--- config.mk ---
export PLATFORM = sky130hd
export DESIGN_NAME = dpll_core
export DESIGN_NICKNAME = d
export VERILOG_FILES = /design/src/pkg/dpll_pkg.sv /design/src/rtl/dpll_divider.sv /design/src/rtl/dpll_core.sv
export SDC_FILE = /design/constraint.sdc
export NUM_CORES = 2
export LEC_CHECK = 0
export ABC_AREA = 1
export BUFFER_PORTS_ARGS = -buffer_cell sky130_fd_sc_hd__buf_2
export CORE_ASPECT_RATIO = 1.4
export CORE_MARGIN = 5
export CORE_UTILIZATION = 40
export CTS_CLUSTER_SIZE = 28
export DETAILED_ROUTE_END_ITERATION = 7
export PLACE_DENSITY_LB_ADDON = 0.25
export SLEW_MARGIN = 20
export SYNTH_ARGS = -nofsm -noshare
export SYNTH_HDL_FRONTEND = slang
export SYNTH_SLANG_ARGS = --single-unit
--- constraint.sdc ---
create_clock -name i_sys_clk -period 5.2 [get_ports i_sys_clk]
set_input_delay 1.04 -clock i_sys_clk [delete_from_list [all_inputs] [get_ports i_sys_clk]]
set_output_delay 1.04 -clock i_sys_clk [all_outputs]
set_load 0.01 [all_outputs]
--- src/pkg/dpll_pkg.sv ---
// Constants, carriers and state types for the digital loop core.
// Assumes one system clock of 50 MHz and an active-low asynchronous reset.
// Behaviour
// - Output clock tracks phase and frequency of the selected reference A or B.
// - Manual or automatic switchover to the other reference when active one is lost.
// - In holdover the synthesizer keeps running while the system clock runs.
// - Holdover frequency is an average of the steady-state tuning before holdover.
// - Selected reference divided by its modulus feeds the phase/frequency detector.
// - Reference divider: 16-bit counter plus optional divide-by-two.
// - Reference divider counts rising edges, or falling edges when selected.
// - Feedback divider: 16-bit counter plus optional divide-by-two.
// - Feedback divider counts rising edges, or falling edges when selected.
// - Oscillator runs at feedback modulus times detector input frequency.
// - Estimator measures detector input and presets tuning before tracking.
// - After the estimate, phase tracking starts and holds lock.
// - Coarse and fine detectors measure three-state detector pulse widths in parallel.
// - Detector outputs a word for the edge separation of reference and feedback.
// - Fine result used when valid; coarse used when the fine counter has saturated.
// - Each loop filter word drives the synthesizer tuning input.
// - Phase accumulator adds tuning word each cycle, wraps modulo 2^48.
// - Loop-closure input selects open-loop or closed-loop synthesis.
// - Holdover tuning comes from words recorded while the loop was closed.

package dpll_pkg;

	// ************************************************************
	// Widths and timing
	// ************************************************************
	localparam int CLK_PERIOD_NS = 20;
	localparam int FTW_W         = 48;
	localparam int DIV_W         = 16;
	localparam int PE_W          = 24;
	localparam int FINE_W        = 10;
	localparam int LOSS_W        = 24;
	localparam int SH_W          = 4;
	localparam int AVG_SHIFT     = 8;
	localparam int BIT_W         = 6;
	localparam int SYNC_N        = 3;
	localparam int NPIN          = 3;
	localparam int PIN_REF_A     = 0;
	localparam int PIN_REF_B     = 1;
	localparam int PIN_FB        = 2;
	localparam int REF_LOSS_NS   = 200000;
	localparam int LOSS_CYCLES   = (REF_LOSS_NS + CLK_PERIOD_NS - 1) / CLK_PERIOD_NS;

	// ************************************************************
	// Reset, limit and divider step-count values
	// ************************************************************
	localparam logic [FTW_W-1:0] FTW_RESET = 48'h0;
	localparam logic [FTW_W-1:0] FTW_MAX   = 48'hFFFFFFFFFFFF;
	localparam logic [BIT_W-1:0] DIV_STEPS = 6'h2F;

	// ************************************************************
	// Types
	// ************************************************************
	typedef struct packed {
		logic [DIV_W-1:0] modulus;
		logic             div2;
		logic             fall;
	} div_cfg_t;

	typedef enum logic [2:0] {
		ST_OPEN   = 3'h0,
		ST_MEAS   = 3'h1,
		ST_DIVIDE = 3'h3,
		ST_TRACK  = 3'h2,
		ST_HOLD   = 3'h6
	} loop_state_t;

	typedef struct packed {
		logic [DIV_W-1:0] cnt;
		logic             half;
		logic             prev;
		logic             ev;
	} div_state_t;

	typedef struct packed {
		logic [NPIN-1:0][SYNC_N-1:0] sync;
		logic [NPIN-1:0]             lvl;
		logic [1:0][LOSS_W-1:0]      loss_cnt;
		logic [1:0]                  lost;
		logic                        active;
		logic                        up;
		logic                        dn;
		logic [PE_W-1:0]             coarse;
		logic [FINE_W-1:0]           fine;
		logic [PE_W-1:0]             err;
		logic                        err_vld;
		logic                        fine_sel;
		loop_state_t                 st;
		logic                        started;
		logic [PE_W-1:0]             per_cnt;
		logic [PE_W-1:0]             period;
		logic [PE_W:0]               rem;
		logic [FTW_W-1:0]            quo;
		logic [BIT_W-1:0]            bits;
		logic [FTW_W-1:0]            integ;
		logic [FTW_W-1:0]            frequency_tuning_word;
		logic [FTW_W-1:0]            avg;
		logic                        hist;
		logic [FTW_W-1:0]            acc;
	} core_state_t;

endpackage : dpll_pkg

--- src/rtl/dpll_divider.sv ---
// Programmable edge divider: 16-bit modulus counter with optional divide-by-two.
// Assumes its level input is already synchronised to the system clock.
`timescale 1ns/10ps
`default_nettype none

module dpll_divider (
	// Clock and reset
	input  wire logic               i_sys_clk,
	input  wire logic               i_reset_n,
	// Divider input and setup
	input  wire logic               i_level,
	input  var  dpll_pkg::div_cfg_t i_cfg,
	// Divided event
	output logic                    o_event
);

	dpll_pkg::div_state_t q;
	dpll_pkg::div_state_t d;
	logic                 edge_hit;

	// ************************************************************
	// Next state
	// ************************************************************
	always_comb begin
		d = q;
		d.ev = 1'b0;
		d.prev = i_level;
		edge_hit = i_cfg.fall ? (q.prev & ~i_level) : (~q.prev & i_level);
		if (edge_hit) begin
			if (q.cnt == dpll_pkg::DIV_W'(i_cfg.modulus - 16'h1)) begin
				d.cnt = '0;
				if (i_cfg.div2) begin
					d.half = ~q.half;
					d.ev = q.half;
				end else begin
					d.ev = 1'b1;
				end
			end else begin
				d.cnt = dpll_pkg::DIV_W'(q.cnt + 16'h1);
			end
		end
	end

	always_ff @(posedge i_sys_clk or negedge i_reset_n) begin
		if (!i_reset_n) begin
			q <= '0;
		end else begin
			q <= d;
		end
	end

	assign o_event = q.ev;

endmodule : dpll_divider
`default_nettype wire

--- src/rtl/dpll_core.sv ---
// Digital loop core: reference selection, dividers, phase detector,
// frequency estimator, loop filter, holdover and phase accumulator.
// Assumes reference and feedback pins are asynchronous to the system clock.
`timescale 1ns/10ps
`default_nettype none

module dpll_core #(
	parameter int LOSS_CYCLES = dpll_pkg::LOSS_CYCLES
) (
	// Clock and reset
	input  wire logic                         i_sys_clk,
	input  wire logic                         i_reset_n,
	// Reference and feedback pins
	input  wire logic                         i_ref_a,
	input  wire logic                         i_ref_b,
	input  wire logic                         i_feedback_clock_input,
	// Divider setup
	input  var  dpll_pkg::div_cfg_t           i_ref_div_cfg,
	input  var  dpll_pkg::div_cfg_t           i_fb_div_cfg,
	// Loop control
	input  wire logic                         i_close_loop,
	input  wire logic                         i_freq_est_en,
	input  wire logic                         i_auto_switch,
	input  wire logic                         i_manual_ref_sel,
	input  wire logic                         i_auto_holdover,
	input  wire logic                         i_manual_holdover,
	input  wire logic [dpll_pkg::SH_W-1:0]    i_prop_shift,
	input  wire logic [dpll_pkg::SH_W-1:0]    i_int_shift,
	input  wire logic [dpll_pkg::FTW_W-1:0]   i_single_tone_ftw,
	// Synthesizer outputs
	output logic [dpll_pkg::FTW_W-1:0]        o_frequency_tuning_word,
	output logic [dpll_pkg::FTW_W-1:0]        o_phase_accumulator,
	output logic                              o_synth_clock,
	// Detector outputs
	output logic [dpll_pkg::PE_W-1:0]         o_phase_error,
	output logic                              o_phase_error_valid,
	output logic                              o_fine_selected,
	// Status
	output logic                              o_active_ref,
	output logic [1:0]                        o_ref_lost,
	output logic                              o_holdover,
	output logic                              o_history_valid,
	output dpll_pkg::loop_state_t             o_loop_state
);

	dpll_pkg::core_state_t            q;
	dpll_pkg::core_state_t            d;
	logic                             ref_ev;
	logic                             fb_ev;
	logic                             ref_level;
	logic [dpll_pkg::NPIN-1:0]        pins;
	logic                             hold_req;
	logic                             pfd_clear;
	logic                             up_n;
	logic                             dn_n;
	logic                             fine_ovf;
	logic [dpll_pkg::DIV_W+1:0]       s_eff;
	logic [dpll_pkg::PE_W:0]          rem_sh;
	logic signed [dpll_pkg::FTW_W-1:0] err_ext;
	logic signed [dpll_pkg::FTW_W-1:0] integ_n;
	logic signed [dpll_pkg::FTW_W-1:0] avg_diff;

	assign pins = {i_feedback_clock_input, i_ref_b, i_ref_a};

	// ************************************************************
	// Dividers
	// ************************************************************
	assign ref_level = q.lvl[q.active];

	dpll_divider u_ref_div (
		.i_sys_clk (i_sys_clk),
		.i_reset_n (i_reset_n),
		.i_level   (ref_level),
		.i_cfg     (i_ref_div_cfg),
		.o_event   (ref_ev)
	);

	dpll_divider u_fb_div (
		.i_sys_clk (i_sys_clk),
		.i_reset_n (i_reset_n),
		.i_level   (q.lvl[dpll_pkg::PIN_FB]),
		.i_cfg     (i_fb_div_cfg),
		.o_event   (fb_ev)
	);

	// ************************************************************
	// Next state
	// ************************************************************
	always_comb begin
		d = q;
		d.err_vld = 1'b0;
		pfd_clear = 1'b0;
		fine_ovf = 1'b0;
		rem_sh = '0;
		err_ext = '0;
		integ_n = '0;
		avg_diff = '0;
		s_eff = {2'h0, i_fb_div_cfg.modulus} << i_fb_div_cfg.div2;

		// Pin synchronisers: a change counts once stages two and three agree
		for (int i = 0; i < dpll_pkg::NPIN; i++) begin
			d.sync[i] = {q.sync[i][1:0], pins[i]};
			if (q.sync[i][1] == q.sync[i][2]) begin
				d.lvl[i] = q.sync[i][2];
			end
		end

		// Reference loss monitors
		for (int i = 0; i < 2; i++) begin
			if (d.lvl[i] != q.lvl[i]) begin
				d.loss_cnt[i] = '0;
				d.lost[i] = 1'b0;
			end else if (q.loss_cnt[i] == dpll_pkg::LOSS_W'(LOSS_CYCLES - 1)) begin
				d.lost[i] = 1'b1;
			end else begin
				d.loss_cnt[i] = dpll_pkg::LOSS_W'(q.loss_cnt[i] + 24'h1);
			end
		end

		// Reference switchover
		if (i_auto_switch) begin
			if (q.lost[q.active] && !q.lost[~q.active]) begin
				d.active = ~q.active;
			end
		end else begin
			d.active = i_manual_ref_sel;
		end
		if (d.active != q.active) begin
			pfd_clear = 1'b1;
		end

		// Three-state detector with coarse and fine width counters
		up_n = q.up | ref_ev;
		dn_n = q.dn | fb_ev;
		if (pfd_clear) begin
			d.up = 1'b0;
			d.dn = 1'b0;
			d.coarse = '0;
			d.fine = '0;
		end else if (up_n && dn_n) begin
			fine_ovf = &q.fine;
			d.fine_sel = ~fine_ovf;
			if (!fine_ovf) begin
				d.err = dpll_pkg::PE_W'(q.fine);
			end else begin
				d.err = q.coarse;
			end
			if (q.dn) begin
				d.err = dpll_pkg::PE_W'(24'h0 - d.err);
			end
			d.err_vld = 1'b1;
			d.up = 1'b0;
			d.dn = 1'b0;
			d.coarse = '0;
			d.fine = '0;
		end else begin
			d.up = up_n;
			d.dn = dn_n;
			if (up_n || dn_n) begin
				if (!(&q.coarse)) begin
					d.coarse = dpll_pkg::PE_W'(q.coarse + 24'h1);
				end
				if (!(&q.fine)) begin
					d.fine = dpll_pkg::FINE_W'(q.fine + 10'h1);
				end
			end
		end

		// Holdover request
		hold_req = i_manual_holdover
			| (i_auto_holdover & q.lost[q.active] & (q.lost[~q.active] | ~i_auto_switch));

		// Loop sequencing
		err_ext = dpll_pkg::FTW_W'($signed(q.err));
		case (q.st)
			dpll_pkg::ST_OPEN: begin
				d.frequency_tuning_word = i_single_tone_ftw;
				d.integ = i_single_tone_ftw;
				if (i_close_loop) begin
					d.started = 1'b0;
					d.per_cnt = '0;
					d.st = i_freq_est_en ? dpll_pkg::ST_MEAS : dpll_pkg::ST_TRACK;
				end
			end
			dpll_pkg::ST_MEAS: begin
				if (!(&q.per_cnt)) begin
					d.per_cnt = dpll_pkg::PE_W'(q.per_cnt + 24'h1);
				end
				if (ref_ev) begin
					d.started = 1'b1;
					d.per_cnt = '0;
					if (q.started) begin
						d.period = q.per_cnt + 24'h1;
						d.rem = dpll_pkg::PE_W'(s_eff) + 25'h0;
						d.quo = '0;
						d.bits = dpll_pkg::DIV_STEPS;
						d.st = dpll_pkg::ST_DIVIDE;
					end
				end
			end
			dpll_pkg::ST_DIVIDE: begin
				if ({7'h0, s_eff} >= {1'b0, q.period}) begin
					d.integ = dpll_pkg::FTW_MAX;
					d.frequency_tuning_word = dpll_pkg::FTW_MAX;
					d.st = dpll_pkg::ST_TRACK;
				end else begin
					rem_sh = {q.rem[dpll_pkg::PE_W-1:0], 1'b0};
					d.quo = {q.quo[dpll_pkg::FTW_W-2:0], 1'b0};
					if (rem_sh >= {1'b0, q.period}) begin
						rem_sh = rem_sh - {1'b0, q.period};
						d.quo[0] = 1'b1;
					end
					d.rem = rem_sh;
					d.bits = dpll_pkg::BIT_W'(q.bits - 6'h1);
					if (q.bits == '0) begin
						d.integ = d.quo;
						d.frequency_tuning_word = d.quo;
						d.avg = d.quo;
						d.st = dpll_pkg::ST_TRACK;
					end
				end
			end
			dpll_pkg::ST_TRACK: begin
				if (q.err_vld) begin
					integ_n = $signed(q.integ) + (err_ext <<< i_int_shift);
					d.integ = integ_n;
					d.frequency_tuning_word = dpll_pkg::FTW_W'(integ_n + (err_ext <<< i_prop_shift));
					avg_diff = $signed(q.frequency_tuning_word) - $signed(q.avg);
					d.avg = dpll_pkg::FTW_W'($signed(q.avg) + (avg_diff >>> dpll_pkg::AVG_SHIFT));
					if (!q.hist) begin
						d.avg = q.frequency_tuning_word;
					end
					d.hist = 1'b1;
				end
				if (hold_req && q.hist) begin
					d.st = dpll_pkg::ST_HOLD;
				end
			end
			dpll_pkg::ST_HOLD: begin
				d.frequency_tuning_word = q.avg;
				if (!hold_req) begin
					d.integ = q.avg;
					d.st = dpll_pkg::ST_TRACK;
				end
			end
			default: begin
				d.st = dpll_pkg::ST_OPEN;
			end
		endcase
		if (!i_close_loop) begin
			d.st = dpll_pkg::ST_OPEN;
		end

		// Phase accumulator wraps modulo 2^48 and keeps the excess
		d.acc = dpll_pkg::FTW_W'(q.acc + q.frequency_tuning_word);
	end

	// ************************************************************
	// State register
	// ************************************************************
	always_ff @(posedge i_sys_clk or negedge i_reset_n) begin
		if (!i_reset_n) begin
			q <= '0;
		end else begin
			q <= d;
		end
	end

	// ************************************************************
	// Outputs
	// ************************************************************
	assign o_frequency_tuning_word = q.frequency_tuning_word;
	assign o_phase_accumulator     = q.acc;
	assign o_synth_clock           = q.acc[dpll_pkg::FTW_W-1];
	assign o_phase_error           = q.err;
	assign o_phase_error_valid     = q.err_vld;
	assign o_fine_selected         = q.fine_sel;
	assign o_active_ref            = q.active;
	assign o_ref_lost              = q.lost;
	assign o_holdover              = (q.st == dpll_pkg::ST_HOLD);
	assign o_history_valid         = q.hist;
	assign o_loop_state            = q.st;

endmodule : dpll_core
`default_nettype wire

==> results.tsv <==
metric	value	unit
syn2layout_area_growth	25.9	%
synth_seq_cells	485	
die_h	412	um
synth-edff-count	0	
globalRoute.busiestLayer	met2	
cts_buffers	55	
finalNonFillerCells	9676	
synth_area_leaders	dfrtp_1 (26%), nand2_1 (15%), ha_1 (7.8%)	
yosysSeqAreaShare	26.3	%
cts_tree	done	
start_util	40.2	%
drive_above_1_share	19.7	%
fin_crit_sh	98.5	%
end_kind	register	
first_iter_violations	4066	
die-area	0.122	sq mm
powerDensity	763	mW/mm^2
hp-class	input port to asynchronous set/reset pin	
placed_area	0.0540	sq mm
io_buffer_count	233	
leakage	28.5	nW
worst_slew_pin_slew	1.17	ns
drc	0	
cp.required	5.75	ns
dpl.cell_count	9514	
cp_max_fo	5	
num_vias	52900	
yosysWarningCount	0	
syn_area_per_cell	6.36	sq um
num_rows	147	
synth_top_area_cell	dfrtp_1	
core	0.115	sq mm
synth_area	0.0461	sq mm
p_sw_share	53.4	%
hold_violations	0	
arrival	5.67	ns
synth.top_cell.area_share	26.3	%
use_met2	61.8	%
period_minus_slack	5.12	ns
place.gp.congestion	1.13	
clock_path_buffers	3	
use_met3	5.34	%
grt_max_degree	130	
critPathSlowestCell	ha_1	
clk_pin_slew	0.07	ns
firstDrtPassIters	6	
slowest_delay	0.37	ns
dp_hpwl	182000	um
use_met1	35.6	%
netlist_instances	7247	
fin_nets	8525	
cts.sinks	485	
synth.most_common_cell	nand2_1	
ant_nets	0	
drv_cap	0	
die_w	297	um
routed_wl	219000	um
worst_slack	0.0795	ns
synth_ff_type	dfrtp_1	
max_freq	195	MHz
worst_setup_path_start_kind	input port	
crit_type	input port to register	
outcome	finished, final reports clean	
clkLatencyLatePin	0.69	ns
finalHoldWorstSlack	0.320	ns
grt.total_usage	34.0	%
drv_slew	0	
vdd_drop_max	0.000492	V
max_slew_margin	21.5	%
seqPwrFrac	13.0	%
synth_nets	7643	
hold_buffers	0	
p_clk_share	9.8	%
fin_worst_skew	0.0408	ns
synth.distinct_cells	63	
grt_pass1_wl	317000	um
cts.htree.levels	2	
combPwrFrac	77.1	%
via_per_inst	5.46	
grt_setup_unrepaired	yes	
setup_viol	0	
wl_per_cell	22.6	um
cts-root-buf	clkbuf_16	
ys_top_cells_by_count	nand2_1 (1811), nor2_1 (889), inv_1 (872), o21ai_0 (674), a21oi_1 (544)	
io_pins	234	
internal_power	20.6	mW
p_switching	23.6	mW
globalRouteOverflowTotal	0	
synthArstFlopShare	100	%
cp_common_cell	buf_4	
fin_area	0.0580	sq mm
grt_pass1_vias	52200	
antenna_found_initial	17	
power	44.2	mW
dp_slack	-1.39	ns
## per-stage QoR
step / TNS [ns] / util [%]
floorplan: 0 / -
global placement: -38.54 / 47.1
detailed placement: -38.46 / 47.1
CTS: -0.0270 / 49.1
global route: -1.53 / 50.6
finish: 0 / 50.6
## area by class of cell
type / instances / area [sq um]
diodes: 11 / 27.5
clock inverters: 33 / 483
fillers: 11800 / 56600
flip-flops and latches: 485 / 12100
well taps: 1490 / 1860
clock buffers: 70 / 1470
inverters: 890 / 3350
repair buffers: 1131 / 8120
multi-input cells: 5566 / 30600
## flip-flops by register name, indices dropped and copies added (netlist names), 2 cells and up
signal / cells
u_fb_div.q: 18
o_ref_lost: 2
u_ref_div.q: 18
o_phase_accumulator: 48
o_frequency_tuning_word: 48
o_phase_error: 24
q: 312
d: 6
o_loop_state: 3
## worst max-delay path, delay by kind of cell
family,cells,cell delay [ns]
and+or+nand+nor,17,1.83
buffers and inverters,12,1.50
adders and majority gates,2,0.69
AOI/OAI and AO/OA,3,0.34
muxes,1,0.26
## repair_timing
action / CTS / global route
setup buffers: 6 / 38
endpoints found under the setup margin: 34 / 52
pin swaps: 13 / 97
gates resized for setup: 126 / 383
cloned: 0 / 4
## power groups by stage
stage          registers, mW  clock network [mW]  logic [mW]
2_1_floorplan           5.45                   0        16.6
3_3_place_gp            5.79                   0        31.5
3_5_place_dp            5.79                   0        31.5
4_1_cts                 5.73                4.40        32.0
5_1_grt                 5.84                4.53        36.6
6_report                5.77                4.34        34.1
## routing by layer
layer / wire length (um) / up-vias
met4: 20500 / 10
met5: 73 / -
met2: 108000 / 1832
li1: - / 25500
met3: 12500 / 691
met1: 77600 / 24800
## layout by cell type, fill, tap and decap left out, types with 30 or more instances in the layout
cell       synthesis  layout
buf_2             28     230
o21ai_0          674     563
nand3b_1          30      30
nand3_1          380     366
inv_1            872     847
nand2_2            0      42
nand4_1          123     123
nor4_1            45      37
nor3_1           106      94
o21ai_1           24      99
mux2i_1           46      34
clkbuf_16          0      58
xnor2_1           74      72
inv_2             11      32
nor2_2             2      53
xor2_1           180     176
ha_1             288     258
a21oi_1          544     484
a31oi_1           53      47
o21bai_1          37      33
a21oi_2            0      55
nand2_1         1811    1766
nor2_1           889     823
dfrtp_1          485     482
buf_4            125     881
o21ai_2            5      39
o22ai_1           33      33
## path summary, 6_finish.rpt
path,from,end,slack (ns),depth (start not counted)
max,i_int_shift[1],o_frequency_tuning_word[47],0.08,35
max reg2reg,o_phase_error[3],o_frequency_tuning_word[40],0.17,36
min in group i_sys_clk,d[441],d[442],0.35,0
max in group asynchronous,i_reset_n,u_ref_div.q[7],3.54,2
min,i_reset_n,q[85],0.32,1
min reg2reg,d[441],d[442],0.35,0
## cell families (layout without fill, tap and decap cells)
family / count (synthesis) / count (layout) / synth area share [%]
AOI/OAI and AO/OA: 1502 / 1502 / 17.6
xor gates and xnor gates: 254 / 254 / 4.83
adders and majority gates: 296 / 296 / 8.11
buffers and inverters: 1196 / 2124 / 10.9
DFF: 485 / 485 / 26.3
muxes: 46 / 46 / 1.00
other: 0 / 11 / 0
and+or+nand+nor: 3468 / 3468 / 31.2
No activity file was read; power rests on OpenSTA's default activity.
